### config.mk
export PLATFORM = sky130hd
export DESIGN_NAME = tof_measurement_sequencer
export DESIGN_NICKNAME = d
export VERILOG_FILES = /design/src/core/edge_sync.v /design/src/core/tof_measurement_sequencer.v
export VERILOG_INCLUDE_DIRS = /design/src /design/src/core
export SDC_FILE = /design/constraint.sdc
export NUM_CORES = 2
export LEC_CHECK = 0
export BUFFER_PORTS_ARGS = -buffer_cell sky130_fd_sc_hd__buf_2
export CAP_MARGIN = 20
export CELL_PAD_IN_SITES_DETAIL_PLACEMENT = 0
export CELL_PAD_IN_SITES_GLOBAL_PLACEMENT = 1
export CORE_UTILIZATION = 45
export DETAILED_ROUTE_END_ITERATION = 10
export HOLD_SLACK_MARGIN = 0.08
export MAX_ROUTING_LAYER = met4
export PLACE_DENSITY = 0.92
export SYNTH_ARGS = -nofsm -noshare
export SYNTH_HDL_FRONTEND = slang
export SYNTH_SLANG_ARGS = --single-unit
### constraint.sdc
create_clock -name mclk_i -period 28.3 [get_ports mclk_i]
set_clock_uncertainty 0.1 [all_clocks]
set_input_delay 2.83 -clock mclk_i [delete_from_list [all_inputs] [get_ports mclk_i]]
set_output_delay 2.83 -clock mclk_i [all_outputs]
set_load 0.005 [all_outputs]
### src/core/tof_seq_map.vh
// tof_seq_map.vh: constants shared by the time-of-flight sequencer files
// assumes inclusion by bare name; definitions only
`ifndef TOF_SEQ_MAP_VH
`define TOF_SEQ_MAP_VH

// first fine time result, word index in the serial register map
`define FIRST_FINE_TIME_RESULT_OFS 6'h10
// second_config_reg reset value: one stop, no averaging, ten cal periods
`define SECOND_CONFIG_RESET 8'h40
// irq mask reset value: all three sources enabled
`define IRQ_MASK_RESET 3'h7
// overflow thresholds and stop window reset values
`define OVF_THRESHOLD_RESET 16'hFFFF
`define STOP_WINDOW_RESET 16'h0000

// flag positions in irq_status_reg
`define FLAG_READY 0
`define FLAG_COARSE 1
`define FLAG_CLOCK 2

// fine steps per reference period and divider of the coarse compare
`define FINE_PER_CLK 24'h0001C6
`define FINE_FRAC 24'h000001
`define COARSE_DIV 24'h00003F

// choices of second_cal_period_count
`define CAL_PERIODS_0 6'h02
`define CAL_PERIODS_1 6'h0A
`define CAL_PERIODS_2 6'h14
`define CAL_PERIODS_3 6'h28

// most stops per measurement
`define MAX_STOPS 3'h5

// host wait times after enable rises, in ns
`define PORT_READY_DELAY_NS 100000
`define REGULATOR_FULL_SETTLE_DELAY_NS 1500000

`endif

### src/core/edge_sync.v
// edge_sync: brings an asynchronous pin into mclk and flags a chosen edge
// assumes the pin holds each level for at least two clock periods
`default_nettype none

module edge_sync (
    input wire mclk_i,
    input wire sys_rst_i,
    input wire pin_i,
    input wire falling_i,
    output reg edge_o
);
    reg meta_reg;
    reg sync_reg;
    reg prev_reg;

    always @(posedge mclk_i or posedge sys_rst_i) begin
        if (sys_rst_i) begin
            meta_reg <= 1'b0;
            sync_reg <= 1'b0;
            prev_reg <= 1'b0;
            edge_o <= 1'b0;
        end else begin
            meta_reg <= pin_i;
            sync_reg <= meta_reg;
            prev_reg <= sync_reg;
            // the second and third stages feed the edge compare
            edge_o <= falling_i ? (prev_reg & ~sync_reg) : (~prev_reg & sync_reg);
        end
    end
endmodule

`default_nettype wire

### src/core/tof_measurement_sequencer.v
// tof_measurement_sequencer: two independent measurement channels
// assumes register logic on mclk_i supplies config levels and one-cycle strobes;
// start, stop and enable pins are asynchronous to mclk_i, which is the reference clock
`default_nettype none
`include "tof_seq_map.vh"

// Operation
// - missing stop ends by counter overflow interrupt
// - missing start waits forever, never times out
// - time to last stop, keep earlier stops
// - stop count field selects one to five
// - averaging series runs alone, one final interrupt
// - averaging field selects 1 to 128 cycles
// - after calibration retrigger or raise interrupt
// - begin bit drives front end trigger
// - arm start after trigger, drop trigger on start
// - clock counter starts after start edge
// - stops accepted once counter reaches stop window
// - final stop starts calibration, disables pins
// - new begin bit or flag clear releases interrupt
// - repeat begin bit without enable toggle
// - enable low clears everything to defaults
// - two channels with own pins and sequences
// - coarse overflow (not in mode 2) when fine over 63 reaches threshold
// - clock overflow above threshold aborts measurement
// - calibrate after completion, skip on abort
// - fine counter covers edge to next clock
module tof_measurement_sequencer #(
    parameter CHANNELS = 2,
    parameter STOPS = 5
) (
    input wire mclk_i,
    input wire sys_rst_i,
    input wire enable_i,
    input wire [CHANNELS-1:0] start_edge_in_i,
    input wire [CHANNELS-1:0] stop_edge_in_i,
    input wire [CHANNELS-1:0] begin_measurement_bit_i,
    input wire [CHANNELS-1:0] meas_mode2_i,
    input wire [CHANNELS-1:0] start_falling_i,
    input wire [CHANNELS-1:0] stop_falling_i,
    input wire [3*CHANNELS-1:0] stop_count_i,
    input wire [3*CHANNELS-1:0] averaging_count_field_i,
    input wire [2*CHANNELS-1:0] second_cal_period_count_i,
    input wire [3*CHANNELS-1:0] irq_mask_i,
    input wire [3*CHANNELS-1:0] flag_clear_i,
    input wire [16*CHANNELS-1:0] coarse_ovf_threshold_i,
    input wire [16*CHANNELS-1:0] clock_ovf_threshold_i,
    input wire [8*CHANNELS-1:0] stop_window_high_i,
    input wire [8*CHANNELS-1:0] stop_window_low_i,
    output reg [CHANNELS-1:0] en_dummy_unused_o,
    output wire [CHANNELS-1:0] front_end_trigger_out_o,
    output wire [CHANNELS-1:0] completion_irq_n_o,
    output wire [CHANNELS-1:0] busy_o,
    output wire [CHANNELS-1:0] result_ready_flag_o,
    output wire [CHANNELS-1:0] coarse_overflow_flag_o,
    output wire [CHANNELS-1:0] clock_overflow_flag_o,
    output wire [24*(STOPS+1)*CHANNELS-1:0] fine_time_o,
    output wire [24*STOPS*CHANNELS-1:0] clock_count_o,
    output wire [24*CHANNELS-1:0] single_period_cal_result_o,
    output wire [24*CHANNELS-1:0] multi_period_cal_result_o
);
    localparam [3:0] ST_IDLE = 4'h1;
    localparam [3:0] ST_ARM = 4'h2;
    localparam [3:0] ST_RUN = 4'h4;
    localparam [3:0] ST_CAL = 4'h8;

    reg en_meta_reg;
    reg en_ok_reg;

    // enable acts as the digital reset; low holds every channel at defaults
    always @(posedge mclk_i or posedge sys_rst_i) begin
        if (sys_rst_i) begin
            en_meta_reg <= 1'b0;
            en_ok_reg <= 1'b0;
            en_dummy_unused_o <= {CHANNELS{1'b0}};
        end else begin
            en_meta_reg <= enable_i;
            en_ok_reg <= en_meta_reg;
            en_dummy_unused_o <= {CHANNELS{en_ok_reg}};
        end
    end

    genvar ch;
    genvar k;
    generate
        for (ch = 0; ch < CHANNELS; ch = ch + 1) begin : chan
            wire start_ev;
            wire stop_ev;
            wire [2:0] avg_log = averaging_count_field_i[3*ch +: 3];
            wire [2:0] nstop_raw = stop_count_i[3*ch +: 3];
            wire [15:0] clk_thr = clock_ovf_threshold_i[16*ch +: 16];
            wire [15:0] mask_val = {stop_window_high_i[8*ch +: 8],
                                    stop_window_low_i[8*ch +: 8]};
            wire [23:0] coarse_lim;
            reg [2:0] nstop;
            reg [5:0] cal_periods;
            reg [3:0] state_reg;
            reg trig_reg;
            reg irq_n_reg;
            reg [2:0] flag_reg;
            reg [2:0] flag_next;
            reg [23:0] clk_cnt_reg;
            reg [23:0] fine_reg;
            reg [2:0] stop_idx_reg;
            reg [7:0] avg_left_reg;
            reg [5:0] cal_cnt_reg;
            reg [23:0] cal1_reg;
            reg [23:0] cal2_reg;
            reg [23:0] time_mem [0:STOPS];
            reg [23:0] cnt_mem [0:STOPS-1];
            integer i;

            edge_sync start_sync (
                .mclk_i(mclk_i),
                .sys_rst_i(sys_rst_i),
                .pin_i(start_edge_in_i[ch]),
                .falling_i(start_falling_i[ch]),
                .edge_o(start_ev)
            );
            edge_sync stop_sync (
                .mclk_i(mclk_i),
                .sys_rst_i(sys_rst_i),
                .pin_i(stop_edge_in_i[ch]),
                .falling_i(stop_falling_i[ch]),
                .edge_o(stop_ev)
            );

            // coarse count is fine count over 63, compared by scaling the threshold
            assign coarse_lim = {8'h00, coarse_ovf_threshold_i[16*ch +: 16]} * `COARSE_DIV;

            always @* begin
                // out-of-range stop counts are clamped rather than refused
                if (nstop_raw == 3'h0)
                    nstop = 3'h1;
                else if (nstop_raw > `MAX_STOPS)
                    nstop = `MAX_STOPS;
                else
                    nstop = nstop_raw;
                case (second_cal_period_count_i[2*ch +: 2])
                    2'h0: cal_periods = `CAL_PERIODS_0;
                    2'h1: cal_periods = `CAL_PERIODS_1;
                    2'h2: cal_periods = `CAL_PERIODS_2;
                    default: cal_periods = `CAL_PERIODS_3;
                endcase
                // flag sets live here so the clocked block keeps to non-blocking updates
                flag_next = flag_reg & ~flag_clear_i[3*ch +: 3];
                case (state_reg)
                    ST_RUN: begin
                        // clock overflow is tested first, so one abort sets one flag
                        if (clk_cnt_reg > {8'h00, clk_thr})
                            flag_next[`FLAG_CLOCK] = 1'b1;
                        else if (!meas_mode2_i[ch] && fine_reg >= coarse_lim)
                            flag_next[`FLAG_COARSE] = 1'b1;
                    end
                    ST_CAL: begin
                        // the ready flag waits for the last cycle of an averaging series
                        if (cal_cnt_reg + 6'h01 == cal_periods && avg_left_reg == 8'h00)
                            flag_next[`FLAG_READY] = 1'b1;
                    end
                    default: begin
                    end
                endcase
            end

            always @(posedge mclk_i or posedge sys_rst_i) begin
                if (sys_rst_i) begin
                    state_reg <= ST_IDLE;
                    trig_reg <= 1'b0;
                    irq_n_reg <= 1'b1;
                    flag_reg <= 3'h0;
                    clk_cnt_reg <= 24'h000000;
                    fine_reg <= 24'h000000;
                    stop_idx_reg <= 3'h0;
                    avg_left_reg <= 8'h00;
                    cal_cnt_reg <= 6'h00;
                    cal1_reg <= 24'h000000;
                    cal2_reg <= 24'h000000;
                    for (i = 0; i <= STOPS; i = i + 1)
                        time_mem[i] <= 24'h000000;
                    for (i = 0; i < STOPS; i = i + 1)
                        cnt_mem[i] <= 24'h000000;
                end else if (!en_ok_reg) begin
                    state_reg <= ST_IDLE;
                    trig_reg <= 1'b0;
                    irq_n_reg <= 1'b1;
                    flag_reg <= 3'h0;
                    clk_cnt_reg <= 24'h000000;
                    fine_reg <= 24'h000000;
                    stop_idx_reg <= 3'h0;
                    avg_left_reg <= 8'h00;
                    cal_cnt_reg <= 6'h00;
                    cal1_reg <= 24'h000000;
                    cal2_reg <= 24'h000000;
                    for (i = 0; i <= STOPS; i = i + 1)
                        time_mem[i] <= 24'h000000;
                    for (i = 0; i < STOPS; i = i + 1)
                        cnt_mem[i] <= 24'h000000;
                end else if (begin_measurement_bit_i[ch]) begin
                    // a new begin restarts from any state, no enable toggle needed
                    state_reg <= ST_ARM;
                    trig_reg <= 1'b1;
                    flag_reg <= 3'h0;
                    irq_n_reg <= 1'b1;
                    avg_left_reg <= 8'hFF >> (4'h8 - {1'b0, avg_log});
                    stop_idx_reg <= 3'h0;
                    cal1_reg <= 24'h000000;
                    cal2_reg <= 24'h000000;
                    for (i = 0; i <= STOPS; i = i + 1)
                        time_mem[i] <= 24'h000000;
                    for (i = 0; i < STOPS; i = i + 1)
                        cnt_mem[i] <= 24'h000000;
                end else begin
                    case (state_reg)
                        ST_IDLE: begin
                            trig_reg <= 1'b0;
                        end
                        ST_ARM: begin
                            // no timeout here: a missing start leaves the channel armed
                            if (start_ev) begin
                                trig_reg <= 1'b0;
                                // both counters include the period from start to the first edge
                                clk_cnt_reg <= 24'h000001;
                                fine_reg <= `FINE_PER_CLK;
                                stop_idx_reg <= 3'h0;
                                if (meas_mode2_i[ch])
                                    time_mem[0] <= time_mem[0] + `FINE_FRAC;
                                state_reg <= ST_RUN;
                            end
                        end
                        ST_RUN: begin
                            clk_cnt_reg <= clk_cnt_reg + 24'h000001;
                            fine_reg <= fine_reg + `FINE_PER_CLK;
                            if (clk_cnt_reg > {8'h00, clk_thr}) begin
                                state_reg <= ST_IDLE;
                            end else if (!meas_mode2_i[ch] && fine_reg >= coarse_lim) begin
                                state_reg <= ST_IDLE;
                            end else if (stop_ev && clk_cnt_reg >= {8'h00, mask_val}) begin
                                if (meas_mode2_i[ch]) begin
                                    time_mem[stop_idx_reg + 3'h1] <=
                                        time_mem[stop_idx_reg + 3'h1] + `FINE_FRAC;
                                    cnt_mem[stop_idx_reg] <= cnt_mem[stop_idx_reg] + clk_cnt_reg;
                                end else begin
                                    time_mem[stop_idx_reg] <= time_mem[stop_idx_reg] + fine_reg;
                                end
                                if (stop_idx_reg + 3'h1 == nstop) begin
                                    cal_cnt_reg <= 6'h00;
                                    state_reg <= ST_CAL;
                                end else begin
                                    stop_idx_reg <= stop_idx_reg + 3'h1;
                                end
                            end
                        end
                        ST_CAL: begin
                            // calibration only after a completed measurement
                            cal_cnt_reg <= cal_cnt_reg + 6'h01;
                            cal2_reg <= cal2_reg + `FINE_PER_CLK;
                            if (cal_cnt_reg + 6'h01 == cal_periods) begin
                                cal1_reg <= cal1_reg + `FINE_PER_CLK;
                                if (avg_left_reg == 8'h00) begin
                                    state_reg <= ST_IDLE;
                                end else begin
                                    avg_left_reg <= avg_left_reg - 8'h01;
                                    trig_reg <= 1'b1;
                                    stop_idx_reg <= 3'h0;
                                    state_reg <= ST_ARM;
                                end
                            end
                        end
                        default: begin
                            state_reg <= ST_IDLE;
                            trig_reg <= 1'b0;
                        end
                    endcase
                    flag_reg <= flag_next;
                    irq_n_reg <= ~|(flag_next & irq_mask_i[3*ch +: 3]);
                end
            end

            assign front_end_trigger_out_o[ch] = trig_reg;
            assign completion_irq_n_o[ch] = irq_n_reg;
            assign busy_o[ch] = ~state_reg[0];
            assign result_ready_flag_o[ch] = flag_reg[`FLAG_READY];
            assign coarse_overflow_flag_o[ch] = flag_reg[`FLAG_COARSE];
            assign clock_overflow_flag_o[ch] = flag_reg[`FLAG_CLOCK];
            assign single_period_cal_result_o[24*ch +: 24] = cal1_reg;
            assign multi_period_cal_result_o[24*ch +: 24] = cal2_reg;
            for (k = 0; k <= STOPS; k = k + 1) begin : tmap
                assign fine_time_o[24*((STOPS+1)*ch+k) +: 24] = time_mem[k];
            end
            for (k = 0; k < STOPS; k = k + 1) begin : cmap
                assign clock_count_o[24*(STOPS*ch+k) +: 24] = cnt_mem[k];
            end
        end
    endgenerate
endmodule

`default_nettype wire

# --- Word-level counts from Yosys, hierarchy flattened ---
# Index checks and enable logic that the tools add are counted.
classes:
  n_addsub: 24
  mul: 2
  n_lt_le_gt_ge: 16
  n_eq_ne: 76
  shifts: 2
  n_mux: 202
  bitwise_logic: 28
  n_reduce_logical: 42
op_table:
  columns: ["operator", "n"]
  rows:
  - ["$mux W120", 16]
  - ["$mux W144", 12]
  - ["$mux W24", 46]
  - ["$bwmux W144", 4]
  - ["$bmux W24 S3", 6]
  - ["$demux W24 S3", 4]
  - ["$pmux W24 S2", 6]
  - ["$bwmux W120", 2]
  - ["$add A24 B1 Y24 const B", 6]
  - ["$add A24 B9 Y24 const B", 6]
  - ["$add A24 B24 Y24", 4]
  - ["$mux W8", 10]
  - ["$mux W3", 26]
  - ["$mux W6", 12]
  - ["$mux W4", 16]
  - ["$ne A3 B3 Y1 const B", 20]
  - ["$ne A4 B4 Y1 const B", 14]
  - ["$ge A24 B16 Y1", 2]
  - ["$ge A24 B22 Y1", 2]
  - ["$gt A24 B16 Y1", 2]
  - ["$mul A16 B6 Y22 const B", 2]
  - ["$pmux W6 S3", 2]
  - ["$pmux W4 S4", 2]
  - ["$ne A3 B2 Y1 const B", 10]
  - ["other kinds (44)", 160]
word_totals:
  reg_bits: 791
  in_bits: 139
  out_inout_bits: 638
  word_cells: 455

# --- Logic depth before layout (Yosys ltp) ---
depth:
  ltp_word: 14
  ltp_mapped: 30
  mapped_depth_nobuf: 28

# --- Cells and area by module ---
# Synthesis repeated with hierarchy kept, for this count alone.
hier_totals:
  hier_cells: 5989
  hier_area_um2: 53802.9
by_module_without_submodules:
  columns: ["mod", "instances", "cells_per_inst", "area_each_um2", "seq_area_each_um2"]
  rows:
  - ["tof_measurement_sequencer", 1, 5957, 53297.4, 19248.5]
  - ["edge_sync", 4, 8, 126.4, 100.1]

# --- Worst setup path before layout ---
# OpenSTA, ideal clock, no wires.
synth_path:
  kind: "input to register"
  start: "in coarse_ovf_threshold_i[19]"
  end: "reg chan[1].time_mem (netlist bit fine_time_o[192])"
  setup_ns: 0.136
  arrival_time_ns: 9.319
  t_required_ns: 28.064
  setup_slack_ns: 18.744
  cell_stages: 29
  path_buffers: 2
  path_cell_list: "inv_1 fa_1 inv_1 fa_1 inv_1 fa_1 inv_1 ha_1 a21o_1 a21oi_1 o21ai_0 o41ai_1 o21ai_0 o311a_1 o21a_1 o21ai_0 nand2b_1 xnor2_1 ha_1 nand2_1 or4_1 a2111oi_0 o31ai_1 nand3_1 o21ai_0 o21ai_0 clkbuf_1 clkbuf_1 o21ai_0"
synth_via:
  elab_chain_len: 5
synth_rtl:
  columns: ["item", "line_no", "source"]
  rows:
  - ["start: declaration", "tof_measurement_sequencer.v:46", "input wire [16*CHANNELS-1:0] coarse_ovf_threshold_i,"]
  - ["$mul A16 B6 Y22 (no source line)", null, null]
  - ["$ge A24 B22 Y1", "tof_measurement_sequencer.v:235", "end else if (!meas_mode2_i[ch] && fine_reg >= coarse_lim) begin"]
  - ["$logic_and A1 B1 Y1", "tof_measurement_sequencer.v:235", null]
  - ["$ne A3 B3 Y1 (no source line)", null, null]
  - ["$reduce_and A4 Y1 (no source line)", null, null]
  - ["end signal: indexed assignment", "tof_measurement_sequencer.v:239", "time_mem[stop_idx_reg + 3'h1] <="]
  - ["end signal: indexed assignment", "tof_measurement_sequencer.v:243", "time_mem[stop_idx_reg] <= time_mem[stop_idx_reg] + fine_reg;"]
  - ["end: declaration", "tof_measurement_sequencer.v:109", "reg [23:0] time_mem [0:STOPS];"]
# No other way between the ends.
# A chain may end at the register's enable or synchronous reset.

# --- Final worst setup path ---
layout_path:
  start: "in coarse_ovf_threshold_i[19]"
  end: "reg chan[1].time_mem (netlist bit fine_time_o[226])"
# Same word-level chain as after synthesis.

==> implementation parameters <==
Parameter                              Value

Synth
  Number of distinct library cells after synthesis    106
  Post-synthesis sequential area ratio    36.7%
  #FFs+latches synth    785
  Post-synth EDFFs    0
  Share of the synthesized netlist area taken by xor and xnor gates    5.36%
  Fraction of the mapped netlist area in adder cells    9.92%
  Fraction of registers with async set or reset after synthesis    100%
  Synthesized netlist cell count    5834
  Fraction of synthesized area in multiplexers    4.50%
  Number of warnings printed during yosys synthesis    0
  Mean post-synth cell area    9.17 sq um
  Largest family of logic cells by synthesized area    compound AO/OA/AOI/OAI gates
  Netlist area before placement    53500 sq um
  Share of synthesized cell area in and, or, nand and nor gates    15.1%
  Compound-gate portion of the synthesized area    23.9%
  Post-synth top flop    sky130_fd_sc_hd__dfrtp_1

Clock tree
  Hold Buf Count CTS    0
  Buffer cell driving the clock tree root    sky130_fd_sc_hd__clkbuf_16
  Insertion delay to the later sink of the worst-skew pair    710 ps
  Number of clock buffers inserted by TritonCTS    90
  Post CTS Setup Buffer Count    0
  Post-cts repair resize count    0
  CTS tree    done
  Maximum number of buffers from clock root to sink    3
  Clock sink count    785
  Number of H-tree levels    3
  Clock-pin slew reported for the worst setup and hold paths after clock tree synthesis    60 ps

STA
  Final-layout worst hold slack    247 ps
  Slew at the pin with the worst max-slew slack    1230 ps
  RSZ-0062 raised after global routing    false
  Achievable frequency    94.0 MHz
  Endpoints failing setup    0
  Post-route fraction of the period consumed by the critical path    37.6%
  Tightest slew margin relative to the limit    18.0%
  Sum of negative setup slack    0 ps
  Pins over their slew limit    0
  Clock period minus worst slack    10640 ps
  Worst setup margin    17660 ps
  Hold violation total from the final report    0

Floorplan
  Vertical die dimension    347 um
  Number of cell rows    126
  Total Die Area    120000 sq um
  Floorplan die width    347 um
  I/O pins    777
  Area of the placeable core    118000 sq um
  Starting density of the core    45.4%

Worst setup path
  Worst Reg-to-Reg Cells    16
  Crit Path Category    primary input to flop
  Sort of element at the start of the critical path    primary input
  Cell type with the highest occurrence count on the critical path    sky130_fd_sc_hd__o21ai_0
  Worst reg-to-reg setup slack    21630 ps
  Biggest cell delay along the critical path    830 ps
  Critical path arrival    11160 ps
  Required time reported for the critical path endpoint    28820 ps
  Maximum net fanout on the critical path    37
  Type of destination of the critical path    flop
  Launching point of the worst reg2reg path    chan[0].stop_idx_reg[0]$_DFFE_PP0P_
  Capture instance of the worst register-to-register path    clock_count_o[94]$_DFFE_PP0P_
  Worst-path cell with the longest stage delay    sky130_fd_sc_hd__o31ai_1

Finish
  Area growth syn-to-layout    16.4%
  Most frequent cells in the layout    sky130_fd_sc_hd__dfrtp_1 (775), sky130_fd_sc_hd__buf_2 (774), sky130_fd_sc_hd__nand2_1 (587), sky130_fd_sc_hd__nor2_1 (444), sky130_fd_sc_hd__o21ai_0 (390)
  Number of flip-flops in the largest register    288
  Nets    7003
  Most common library cell in the layout ignoring fill and taps    sky130_fd_sc_hd__dfrtp_1
  Fin util    52.8%
  Proportion of layout cells with a drive suffix above 1    19.1%
  Number of filler instances in the final layout    10820

Drt
  # DRC    0
  Number of design-rule violations left by the first detailed-router iteration    6343
  DRT Wirelength    222 mm
  Vias per cell    6.53
  Post-DR wirelength/cell    27.3 um
  DRT Pass-1 Iters    9
  Antenna-violating nets left    0
  Via count of the routed design    52989

Pwr
  Peak supply drop    0.0440 mV
  Pwr/cell area    48.2 nW/um^2
  Leakage    29.3 nW

Outcome
  Status    completed

Placement
  Number of port buffers    772
  Placer's final routability congestion estimate    1.03
  Placement-stage worst setup slack    16970 ps
  Estimated wirelength of the detail-placed design    162 mm

Hold path
  Cell depth of the worst hold path    0
  Hold Crit Start    chan[0].stop_sync.meta_reg$_DFF_PP0_
  Endpoint with the worst hold slack    chan[0].stop_sync.sync_reg$_DFF_PP0_
  Hold/Removal Path Class    flop to flop

Global route
  Global-route total usage across every layer    36.8%
  Wire length of the first global-routing pass    327 mm
  Number of global-route vias before repair    50229
  Gr ovfl total    0
  Largest net degree at the start of global routing    159
  Antenna violations before repair    22

Run
  Number of violations of the max-capacitance limit    0
## cells by family after synthesis
family                   after synthesis
AO/OA/AOI/OAI                       1854
XOR/XNOR                             321
adder cells (fa/ha/maj)              370
buffers and inverters                601
flip-flops                           785
multiplexers                         170
other                                  1
AND/OR/NAND/NOR                     1732
## cells in the mapped netlist (all sizes together) (53+ instances only)
cell type / number / area share, %
a21oi: 283 / 2.7
clkbuf: 245 / 1.7
nor3: 125 / 1.2
a22oi: 274 / 3.8
nand2: 590 / 4.1
nor2: 451 / 3.2
dfrtp: 781 / 37
o31ai: 58 / 0.84
o21ai: 404 / 3.8
ha: 280 / 6.6
nand3: 213 / 2.0
a21o: 70 / 0.98
o22ai: 129 / 1.5
fa: 90 / 3.4
inv: 266 / 1.9
xor2: 183 / 3.0
xnor2: 138 / 2.3
buf: 87 / 0.91
a22o: 249 / 4.1
and3: 53 / 0.62
mux2i: 76 / 1.4
## critical path, delay by kind of cell
family                   cells  cell delay (ps)
AO/OA/AOI/OAI               15             4450
adder cells (fa/ha/maj)      5             2180
AND/OR/NAND/NOR              3              860
buffers and inverters        6              630
XOR/XNOR                     1              200
## final cells by class
cell class                      instances  area, sq um  share of cell area [%]
Multi-Input combinational cell       4453        31700                    50.9
Sequential cell                       785        19700                    31.6
Timing Repair Buffer                  895         4820                    7.75
Clock buffer                          131         2630                    4.22
Tap cell                             1536         1920                    3.09
Inverter                              269         1020                    1.63
Clock inverter                         32          458                   0.736
Antenna cell                           19         47.5                  0.0764
## per-layer routing
layer / routed length, um / share of wire [%] / global-route usage, %
met3: 26700 / 12 / 11.2
met4: 14700 / 6.6 / 20.0
met5: 0 / 0 / -
met1: 80700 / 36 / 43.3
met2: 100000 / 45 / 56.2
## power breakdown
group | leakage (nW) | internal (mW) | switching, mW
clock | 1.52 | 0.721 | 0.521
sequential | 10.9 | 1.13 | 0.0125
combinational | 16.9 | 0.239 | 0.378
## through the flow
step	instance area (sq um)	cells	power, mW
finish	62200	8120	3.00
global route	62200	8117	3.13
CTS	62100	8097	3.00
detailed placement	59100	7934	1.77
global placement	59100	7933	1.76
floorplan	53500	5839	1.60
## worst max path at each step
| stage | from | to | slack (ps) | cells past startpoint |
|---|---|---|---|---|
| finish | coarse_ovf_threshold_i[19] | fine_time_o[226]$_DFFE_PP0P_ | 17660 | 30 |
| floorplan | sys_rst_i | chan[0].avg_left_reg[0]$_DFFE_PP0P_ | 3340 | 1 |
| global placement | coarse_ovf_threshold_i[19] | fine_time_o[237]$_DFFE_PP0P_ | 17140 | 30 |
| detailed placement | coarse_ovf_threshold_i[19] | fine_time_o[214]$_DFFE_PP0P_ | 16970 | 30 |
| CTS | coarse_ovf_threshold_i[19] | fine_time_o[226]$_DFFE_PP0P_ | 17670 | 30 |
| global route | coarse_ovf_threshold_i[19] | fine_time_o[153]$_DFFE_PP0P_ | 17100 | 29 |
Note: power is estimated with default switching activity, not from simulation.
